`src/pint_defines.vh`:
```
// Purpose: Constants for the pin interrupt and pattern match engine.
// Assumes: Included by the design files of this block only.
// Notes: Condition codes select the test a pattern slice applies to its input.
`ifndef PINT_DEFINES_VH
`define PINT_DEFINES_VH
`define PINT_NCH        8
`define PINT_CW         3
`define PINT_C_ALWAYS   3'h0
`define PINT_C_RISE     3'h1
`define PINT_C_FALL     3'h2
`define PINT_C_EITHER   3'h3
`define PINT_C_HIGH     3'h4
`define PINT_C_LOW      3'h5
`define PINT_C_NEVER    3'h6
`define PINT_RST_CFG    8'h00
`endif

```
`src/pint_engine.v`:
```
// Purpose: Pin interrupt and pattern match engine, eight channels.
// Assumes: Pins are already routed by system_config_block; excluded pins never arrive.
// Notes: Pattern mode replaces pin interrupts on the outputs; slices chain into products.
`timescale 1ns/100ps
`include "pint_defines.vh"
module pint_engine #(
  parameter NCH = `PINT_NCH
) (
  input  wire             clk,           // System clock.
  input  wire             sys_rst,       // Asynchronous reset, active high.
  input  wire [NCH-1:0]   pin_in,        // Selected pins from system_config_block.
  input  wire             pmatch_mode,   // 1: pattern match drives outputs.
  input  wire [NCH-1:0]   level_mode,    // Per channel: 1 level, 0 edge.
  input  wire [NCH-1:0]   rise_en,       // Edge: rising enable. Level: enable.
  input  wire [NCH-1:0]   fall_en,       // Edge: falling enable. Level: 1 high-active.
  input  wire [NCH-1:0]   rise_clr,      // Pulse: clear pending rising edge.
  input  wire [NCH-1:0]   fall_clr,      // Pulse: clear pending falling edge.
  input  wire [3*NCH-1:0] slice_src,     // Input index for each slice.
  input  wire [3*NCH-1:0] slice_cond,    // Condition code for each slice.
  input  wire [NCH-1:0]   slice_end,     // Slice ends a product term.
  input  wire             event_en,      // Pulse cpu_event_input on match.
  input  wire             sleep_req,     // Clocks stopping; arms wake logic.
  output reg  [NCH-1:0]   rise_pend,     // Pending rising edges.
  output reg  [NCH-1:0]   fall_pend,     // Pending falling edges.
  output reg  [NCH-1:0]   pin_irq,       // One interrupt line per channel.
  output reg  [NCH-1:0]   pmatch_state,  // Registered product term results.
  output reg              cpu_event_input, // One-cycle match notification.
  output wire             wake_req       // Asynchronous wake request.
);
  wire [NCH-1:0] lvl;
  reg  [NCH-1:0] lvl_d_r;
  reg  [NCH-1:0] evt_pend_r;
  reg  [NCH-1:0] slice_hit;
  reg  [NCH-1:0] term;
  reg            acc;
  reg  [NCH-1:0] irq_nxt;
  reg  [NCH-1:0] pin_arm_r;
  reg  [NCH-1:0] slice_done;
  reg            done;
  integer j;
  integer k;

  pint_sync #(.W(NCH)) u_sync (
    .clk     (clk),
    .sys_rst (sys_rst),
    .d       (pin_in),
    .q       (lvl)
  );

  wire [NCH-1:0] rise_det = lvl & ~lvl_d_r;
  wire [NCH-1:0] fall_det = ~lvl & lvl_d_r;

  function slice_eval;
    input [2:0] cond;
    input       now;
    input       prev;
    input       stk;
    begin
      case (cond)
        `PINT_C_ALWAYS: slice_eval = 1'b1;
        `PINT_C_RISE:   slice_eval = stk | (now & ~prev);
        `PINT_C_FALL:   slice_eval = stk | (~now & prev);
        `PINT_C_EITHER: slice_eval = stk | (now ^ prev);
        `PINT_C_HIGH:   slice_eval = now;
        `PINT_C_LOW:    slice_eval = ~now;
        default:        slice_eval = 1'b0;
      endcase
    end
  endfunction

  // Edge slices are sticky so a transition can meet a later level in one product.
  always @*
  begin
    acc = 1'b1;
    done = 1'b0;
    term = {NCH{1'b0}};
    slice_hit = {NCH{1'b0}};
    slice_done = {NCH{1'b0}};
    for (j = 0; j < NCH; j = j + 1)
    begin
      slice_hit[j] = slice_eval(slice_cond[3*j +: 3], lvl[slice_src[3*j +: 3]],
                                lvl_d_r[slice_src[3*j +: 3]], evt_pend_r[j]);
      acc = acc & slice_hit[j];
      if (slice_end[j])
      begin
        term[j] = acc;
        acc = 1'b1;
      end
    end
    // Every slice learns whether the product it belongs to fires this cycle.
    for (j = NCH - 1; j >= 0; j = j - 1)
    begin
      if (slice_end[j])
        done = term[j];
      slice_done[j] = done;
    end
  end

  always @*
  begin
    if (pmatch_mode)
      irq_nxt = term;
    else
      irq_nxt = (level_mode & rise_en & ~(lvl ^ fall_en))
              | (~level_mode & (rise_pend | fall_pend));
  end

  always @(posedge clk or posedge sys_rst)
  begin
    if (sys_rst)
    begin
      lvl_d_r         <= {NCH{1'b0}};
      rise_pend       <= {NCH{1'b0}};
      fall_pend       <= {NCH{1'b0}};
      evt_pend_r      <= {NCH{1'b0}};
      pin_irq         <= {NCH{1'b0}};
      pmatch_state    <= {NCH{1'b0}};
      cpu_event_input <= 1'b0;
      pin_arm_r       <= {NCH{1'b0}};
    end
    else
    begin
      lvl_d_r <= lvl;
      // Set wins over a clear in the same cycle.
      rise_pend <= (rise_pend & ~rise_clr) | (rise_det & rise_en & ~level_mode);
      fall_pend <= (fall_pend & ~fall_clr) | (fall_det & fall_en & ~level_mode);
      for (k = 0; k < NCH; k = k + 1)
        if (slice_done[k])
          evt_pend_r[k] <= 1'b0;
        else if (slice_cond[3*k +: 3] == `PINT_C_RISE ||
                 slice_cond[3*k +: 3] == `PINT_C_FALL ||
                 slice_cond[3*k +: 3] == `PINT_C_EITHER)
          evt_pend_r[k] <= slice_hit[k] & pmatch_mode;
        else
          evt_pend_r[k] <= 1'b0;
      pin_irq         <= irq_nxt;
      pmatch_state    <= term;
      cpu_event_input <= pmatch_mode & event_en & |(term & ~pmatch_state);
      pin_arm_r       <= (sleep_req & ~pmatch_mode) ? (rise_en | fall_en) : {NCH{1'b0}};
    end
  end

  // Combinational wake path works with clocks stopped: any armed pin differing from
  // its last sampled level, or a raised pin_irq line, asks for wake.
  // Gated by sleep and pin mode so a stale arm never wakes from pattern mode.
  assign wake_req = sleep_req & ~pmatch_mode
                  & (|(pin_arm_r & (pin_in ^ lvl_d_r)) | (|pin_irq));
endmodule // pint_engine

```
`src/pint_sync.v`:
```
// Purpose: Three-stage synchroniser for asynchronous pin inputs.
// Assumes: Inputs come from pins outside the clock domain.
// Notes: A change counts once stages two and three agree.
`timescale 1ns/100ps
module pint_sync #(
  parameter W = 8
) (
  input  wire         clk,     // System clock.
  input  wire         sys_rst, // Asynchronous reset, active high.
  input  wire [W-1:0] d,       // Asynchronous inputs.
  output reg  [W-1:0] q        // Filtered synchronous level.
);
  reg [W-1:0] s1_r;
  reg [W-1:0] s2_r;
  reg [W-1:0] s3_r;
  integer i;
  always @(posedge clk or posedge sys_rst)
  begin
    if (sys_rst)
    begin
      s1_r <= {W{1'b0}};
      s2_r <= {W{1'b0}};
      s3_r <= {W{1'b0}};
      q    <= {W{1'b0}};
    end
    else
    begin
      s1_r <= d;
      s2_r <= s1_r;
      s3_r <= s2_r;
      for (i = 0; i < W; i = i + 1)
        if (s2_r[i] == s3_r[i])
          q[i] <= s3_r[i];
    end
  end
endmodule // pint_sync

```
`config.mk`:
```
export PLATFORM = sky130hd
export DESIGN_NAME = pint_engine
export DESIGN_NICKNAME = d
export VERILOG_FILES = /design/src/pint_engine.v /design/src/pint_sync.v
export VERILOG_INCLUDE_DIRS = /design/src
export SDC_FILE = /design/constraint.sdc
export NUM_CORES = 1
export LEC_CHECK = 0
export BUFFER_PORTS_ARGS = -buffer_cell sky130_fd_sc_hd__buf_4
export CAP_MARGIN = 20
export CORE_ASPECT_RATIO = 0.6
export CORE_MARGIN = 2
export CORE_UTILIZATION = 48
export DETAILED_ROUTE_END_ITERATION = 10
export PLACE_DENSITY = 0.82
export SYNTH_ARGS = -nofsm -noshare
export SYNTH_HDL_FRONTEND = slang
export SYNTH_SLANG_ARGS = --single-unit
```
`constraint.sdc`:
```
create_clock -name clk -period 2.97 [get_ports clk]
set_input_delay 0 -clock clk [delete_from_list [all_inputs] [get_ports clk]]
set_output_delay 0 -clock clk [all_outputs]
set_load 0.02 [all_outputs]
```
==> results by group, run 1 <==
Timing
  • Final setup margin: -0.6374 ns
  • Crit path time final: 3.607 ns
  • Fmax: 0.2772 GHz
  • Setup tns final: -8.788 ns
  • Slew Limit Fails: 0
  • Worst-margin pin slew: 0.7332 ns
  • Final-report setup violation count: 24
  • WHS: 0.002917 ns
  • Skew final: 0.01095 ns
  • Max transition margin: 0.5106
  • Fin. Hold Viols: 0
  • RSZ-0062 raised after global routing: true
  • Post-route clock period utilization: 1.215

Hold path
  • Hold Path Stages: 3
  • WHS Endpoint: pin_irq[4]
  • Min-delay src: level_mode[4]
  • HP Class: input pin to flip-flop

Worst setup path
  • Crit Reg-Reg Endpoint: evt_pend_r[1]
  • WP buf/inv: 2
  • CP peak stage delay: 0.48 ns
  • Worst path required time: 3.24 ns
  • CP max-delay cell: dfrtp_2
  • Worst R2R Setup Slack: -0.64 ns
  • Crit path max fanout: 6
  • Worst flop-to-flop path startpoint: u_sync.q[7]
  • Critical path class: flip-flop to flip-flop
  • Critical Path Start Type: flip-flop
  • Critical Path, Cell by Cell: buf_6 > mux4_2 > mux2i_2 > inv_1 > ha_2 > nand2b_4 > a31oi_2 > o21bai_2 > a32oi_2 > a221o_1 > a221oi_2 > o21bai_2 > a211oi_2
  • Most used cell, CP: o21bai_2
  • Worst setup EP type: flip-flop
  • WP data arrival: 3.88 ns
  • CP delay by family, top: compound AO/OA/AOI/OAI gates
  • R2R depth: 13

Finish
  • Ant. Diodes: 0
  • Nets: 898
  • Post-layout util: 0.8358
  • Share of cells above drive strength 1: 0.5090
  • Area delta synth->final: 68.09%

Clock network
  • Clk_lat worst skew: 0.36 ns
  • Max Root-Sink Buffers: 2
  • CTS tree: yes
  • CTS Buf Count: 9
  • H-Tree Level Count: 3
  • Clk root buf: clkbuf_16
  • Clk sink count: 89
  • Reg clk slew, reported paths: 0.07 ns

Logic synthesis
  • Register area share after synthesis: 0.4213
  • Synth Net Count: 596
  • Yosys top cell by area: dfrtp_1
  • Most frequent cell after synthesis: dfrtp_1
  • Most frequent cells after synthesis: 89 x dfrtp_1, 44 x inv_1, 32 x mux4_2
  • Avg Inst Size Synth: 11.22 um^2
  • Synth warn: 0
  • Top-area cell type share of the netlist area: 0.4213
  • EDFF count, synth: 0
  • FFs w/ async S/R, synth: 1.000
  • Post-Syn Area: 5286 um^2
  • Yosys cell types: 59
  • Top FF cell, synth: dfrtp_1
  • Cells after Synth: 471
  • Area contributors post-synth: dfrtp_1 42%, mux4_2 14%, ha_1 3.8%, mux2i_1 3.6%, nand4bb_1 3.4%
  • Seq cells post-synth: 89

Die
  • Die Ht: 85.29 um
  • Starting Density: 0.4972
  • Total core area: 10630 um^2
  • FP Rows: 29
  • Total Die Area: 11900 um^2
  • Num ports: 143
  • DIE WIDTH: 139.5 um

Status
  • Status: finished with violations
  • Failing checks: setup timing

Drt
  • Router iterations before antenna repair: 6
  • Via count: 5862
  • Iter 0 DRT Violations: 619
  • Drt drc: 0
  • Routed Antenna Nets: 0
  • Wire per inst: 25.77 um
  • Routed wire length: 23630 um
  • Vias/cell: 6.393

Place
  • DP Worst Slack: -0.7344 ns
  • Routability congestion estimate: 0.9495
  • DP HPWL: 13130 um
  • PortBufs: 142

Power and ir drop
  • Pwr/cell area: 488.9 nW/um^2
  • Peak VDD IR: 0.3406 mV
  • Pleak: 4.047 nW

GRT
  • Antenna violations before repair: 0
  • First-pass GRT wire length: 32370 um
  • Total global-route track usage: 0.3616
  • Vias in the first global route: 5935
  • Largest net degree at the start of global routing: 38
  • Grt ovf: 0

Job
  • Count of maximum capacitance violations: 0
power breakdown:
group	total, mW	switching, mW	internal, mW
clock	1.22	0.550	0.670
sequential	1.42	0.115	1.31
combinational	1.70	0.812	0.889
total	4.34	1.48	2.87
per-stage QoR:
| step | power (mW) | cells | area [um^2] |
|---|---|---|---|
| 3_5_place_dp | 2.518 | 779 | 6869 |
| 2_1_floorplan | 2.004 | 471 | 5403 |
| 5_1_grt | 4.467 | 917 | 8886 |
| 4_1_cts | 3.999 | 898 | 8448 |
| 6_report | 4.345 | 917 | 8886 |
| 3_3_place_gp | 2.468 | 779 | 6869 |
routing by layer:
layer | part of all wire | track usage | wire (um) | vias to the layer above
met5 | 0 | 0 | 0 | -
met4 | 0.056 | 0.1460 | 1327 | 0
met2 | 0.45 | 0.5847 | 10520 | 538
li1 | - | - | - | 2343
met1 | 0.37 | 0.4487 | 8764 | 2841
met3 | 0.13 | 0.1298 | 3021 | 140
state kept, by name (all words and copies together) (netlist names):
name / count
evt_pend_r: 8
fall_pend: 8
lvl_d_r: 8
pin_arm_r: 8
pin_irq: 8
pmatch_state: 8
rise_pend: 8
u_sync.q: 8
u_sync.s1_r: 8
u_sync.s2_r: 8
u_sync.s3_r: 8
cpu_event_input: 1
area by class of cell:
cell class / count / area, um^2
fillers: 503 / 1745
clock buffers: 9 / 225.2
repair buffers: 311 / 2582
flip-flops and latches: 89 / 2247
clock inverters: 7 / 81.33
multi-input cells: 317 / 3403
inverters: 45 / 172.7
well taps: 139 / 173.9
how the worst max path moves through the flow:
stage,startpoint,to,depth (start not counted)
global placement,u_sync.q[6],pin_irq[7],11
global route,u_sync.q[5],evt_pend_r[1],13
CTS,u_sync.q[6],evt_pend_r[5],12
finish,u_sync.q[7],evt_pend_r[1],13
detailed placement,u_sync.q[4],pin_irq[7],12
floorplan,u_sync.q[6],evt_pend_r[5],13
tightest hold or removal path, cell delays in order:
cell and delay, ns:
buf_4 0.09, a211oi_1 0.07, a21o_1 0.16
timing repair:
item                                    4_1_cts  5_1_grt
endpoints found under the setup margin       21       23
buffers inserted                             38       20
endpoints found under the hold margin        75        0
hold buffers                                 65        0
gates resized for setup                      82       61
pin swaps                                    28       26
kinds of logic (layout without fill, tap and decap cells):
| logic type | Yosys count | in the layout | share of synthesized area |
|---|---|---|---|
| and+or+nand+nor | 121 | 121 | 0.1449 |
| AOI/OAI and AO/OA | 102 | 102 | 0.1280 |
| DFF | 89 | 89 | 0.4213 |
| buffers and inverters | 65 | 372 | 0.04805 |
| muxes | 52 | 52 | 0.1749 |
| adders and majority gates | 24 | 24 | 0.05302 |
| xor gates and xnor gates | 18 | 18 | 0.02982 |
cells in the final DEF (no fill, tap or decap), drive strengths merged, types with 13 or more instances in the layout:
cell / Yosys / final
a21oi: 17 / 17
a31oi: 13 / 13
buf: 9 / 246
dfrtp: 89 / 89
dlygate4sd3: 0 / 65
ha: 16 / 16
inv: 45 / 49
mux2i: 20 / 20
mux4: 32 / 32
nand2: 17 / 17
nand2b: 19 / 19
nand4bb: 16 / 16
nor2: 25 / 25
o21ai: 32 / 32
(Power assumes the default switching activity.)
==> run 2, diff against run 1 <==
==> constraint.sdc (replaced) <==
create_clock -name clk -period 2.97 [get_ports clk]
set_input_delay 0.297 -clock clk [delete_from_list [all_inputs] [get_ports clk]]
set_output_delay 0.297 -clock clk [all_outputs]
set_load 0.02 [all_outputs]
==> results by group, run 2 (same netlist as run 1, synthesis figures left out) <==
GRT
  • First-pass GRT wire length: 28640 um
  • Vias in the first global route: 5217
  • Antenna violations before repair: 1
  • Largest net degree at the start of global routing: 48
  • Grt ovf: 0
  • Total global-route track usage: 0.3170

Power and ir drop
  • Switching Share: 0.3274
  • Sw power: 1.326 mW
  • Combinational share of power: 0.350
  • Pwr/cell area: 507.1 nW/um^2
  • Flop pwr share: 0.349
  • Pleak: 3.680 nW
  • P_int: 2.725 mW
  • Peak VDD IR: 0.3234 mV
  • Clock Power Share: 0.301

Clock network
  • H-Tree Level Count: 3
  • Clk sink count: 89
  • Clk_lat worst skew: 0.35 ns
  • Clk root buf: clkbuf_16
  • CTS Buf Count: 9
  • Hold Buf Count CTS: 0
  • Max Root-Sink Buffers: 2
  • CTS tree: yes
  • Reg clk slew, reported paths: 0.07 ns

Finish
  • Nets: 833
  • Share of cells above drive strength 1: 0.5175
  • Area delta synth->final: 51.12%
  • Design area: 7989 um^2
  • Post-layout util: 0.7514
  • Most frequent cells in the layout: 239 x buf_4, 73 x dfrtp_1, 41 x inv_1, 32 x mux4_2, 27 x o21ai_0
  • Commonest non-fill, non-tap cell in the layout: buf_4

Timing
  • Setup tns final: -5.590 ns
  • Final setup margin: -0.4127 ns
  • Final-report setup violation count: 22
  • Worst-margin pin slew: 0.8890 ns
  • Fmax: 0.2956 GHz
  • Fin. Hold Viols: 0
  • Skew final: 0.009214 ns
  • Max transition margin: 0.4073
  • Post-route clock period utilization: 1.139
  • Slew Limit Fails: 0
  • RSZ-0062 raised after global routing: true
  • WHS: 0.06102 ns
  • Crit path time final: 3.383 ns

Die
  • DIE WIDTH: 139.5 um
  • Total core area: 10630 um^2
  • Die Ht: 85.29 um
  • FP Rows: 29
  • Num ports: 143
  • Starting Density: 0.4972
  • Total Die Area: 11900 um^2

Drt
  • Routed Antenna Nets: 0
  • Vias/cell: 6.163
  • Drt drc: 0
  • Wire per inst: 22.61 um
  • Via count: 5263
  • Routed wire length: 19310 um
  • Iter 0 DRT Violations: 727
  • Router iterations before antenna repair: 6

Worst setup path
  • Critical Path Start Type: flip-flop
  • CP peak stage delay: 0.51 ns
  • WP data arrival: 3.65 ns
  • CP delay by family, top: compound AO/OA/AOI/OAI gates
  • Worst setup EP type: flip-flop
  • Critical path class: flip-flop to flip-flop
  • Worst R2R Setup Slack: -0.41 ns
  • CP max-delay cell: mux4_2
  • Critical Path, Cell by Cell: mux4_2 > mux2i_4 > inv_2 > ha_4 > nand2_2 > o211ai_1 > a21oi_2 > a2111o_1 > a221o_1 > a221oi_2 > o21bai_1 > a211oi_2
  • WP buf/inv: 1
  • Worst path required time: 3.24 ns
  • Crit path max fanout: 6

Status
  • Status: finished with violations
  • Failing checks: setup timing

Place
  • DP HPWL: 12990 um
  • PortBufs: 142
  • Routability congestion estimate: 0.9974
  • Dpl cell area: 6959 um^2

Job
  • Count of maximum capacitance violations: 0

Hold path
  • HP Class: input pin to flip-flop
run 2: power by group through the flow:
stage | clock, mW | combinational, mW | sequential (mW)
floorplan | 0 | 0.581 | 1.42
global placement | 0 | 1.05 | 1.42
detailed placement | 0 | 1.10 | 1.43
CTS | 1.22 | 1.23 | 1.41
global route | 1.28 | 1.50 | 1.42
finish | 1.22 | 1.42 | 1.41
run 2: metrics by stage:
stage                     std cells  setup slack (ns)  total power [mW]
after floorplan                 471          -0.07500             2.004
after global placement          791           -0.6427             2.473
after detailed placement        791           -0.7241             2.525
after CTS                       828           -0.2762             3.863
after global routing            852           -0.5067             4.203
final                           854           -0.4127             4.052
run 2: worst paths after layout:
kind | startpoint | endpoint | cells past startpoint
max in group asynchronous | sys_rst | lvl_d_r[4] | 3
min reg2reg | u_sync.s1_r[6] | u_sync.s2_r[6] | 0
min | pin_in[6] | u_sync.s1_r[6] | 1
min in group asynchronous | sys_rst | fall_pend[1] | 2
max reg2reg | u_sync.q[4] | evt_pend_r[1] | 12
max | u_sync.q[4] | evt_pend_r[1] | 12
run 2: layer usage:
layer  vias up  global-route usage  part of all wire
li1       2215                   -                 -
met4         0             0.08632             0.030
met3        76             0.09594              0.12
met5         -                   0                 0
met2       391              0.4973              0.45
met1      2581              0.4345              0.39
run 2: cell type report:
cell class | instances | area [um^2]
inverter | 45 | 170.2
sequential | 89 | 2247
tap | 139 | 173.9
timing repair buffer | 246 | 1867
clock inverter | 7 | 83.83
multi-input combinational | 317 | 3217
antenna | 2 | 5.005
clock buffer | 9 | 225.2
fill | 673 | 2643
run 2: what timing repair did:
item / 4_1_cts / 5_1_grt
setup buffers: 21 / 24
resized for setup: 55 / 37
gates cloned: 0 / 0
pin swaps: 10 / 18
endpoints found under the setup margin: 21 / 21
run 2: worst register-to-register path: stages (launching register included):
cell,delay (ns)
dfrtp_2,0.48
mux4_2,0.52
mux2i_4,0.21
inv_2,0.09
ha_4,0.27
nand2_2,0.04
o211ai_1,0.11
a21oi_2,0.11
a2111o_1,0.41
a221o_1,0.39
a221oi_2,0.30
o21bai_1,0.16
a211oi_2,0.21
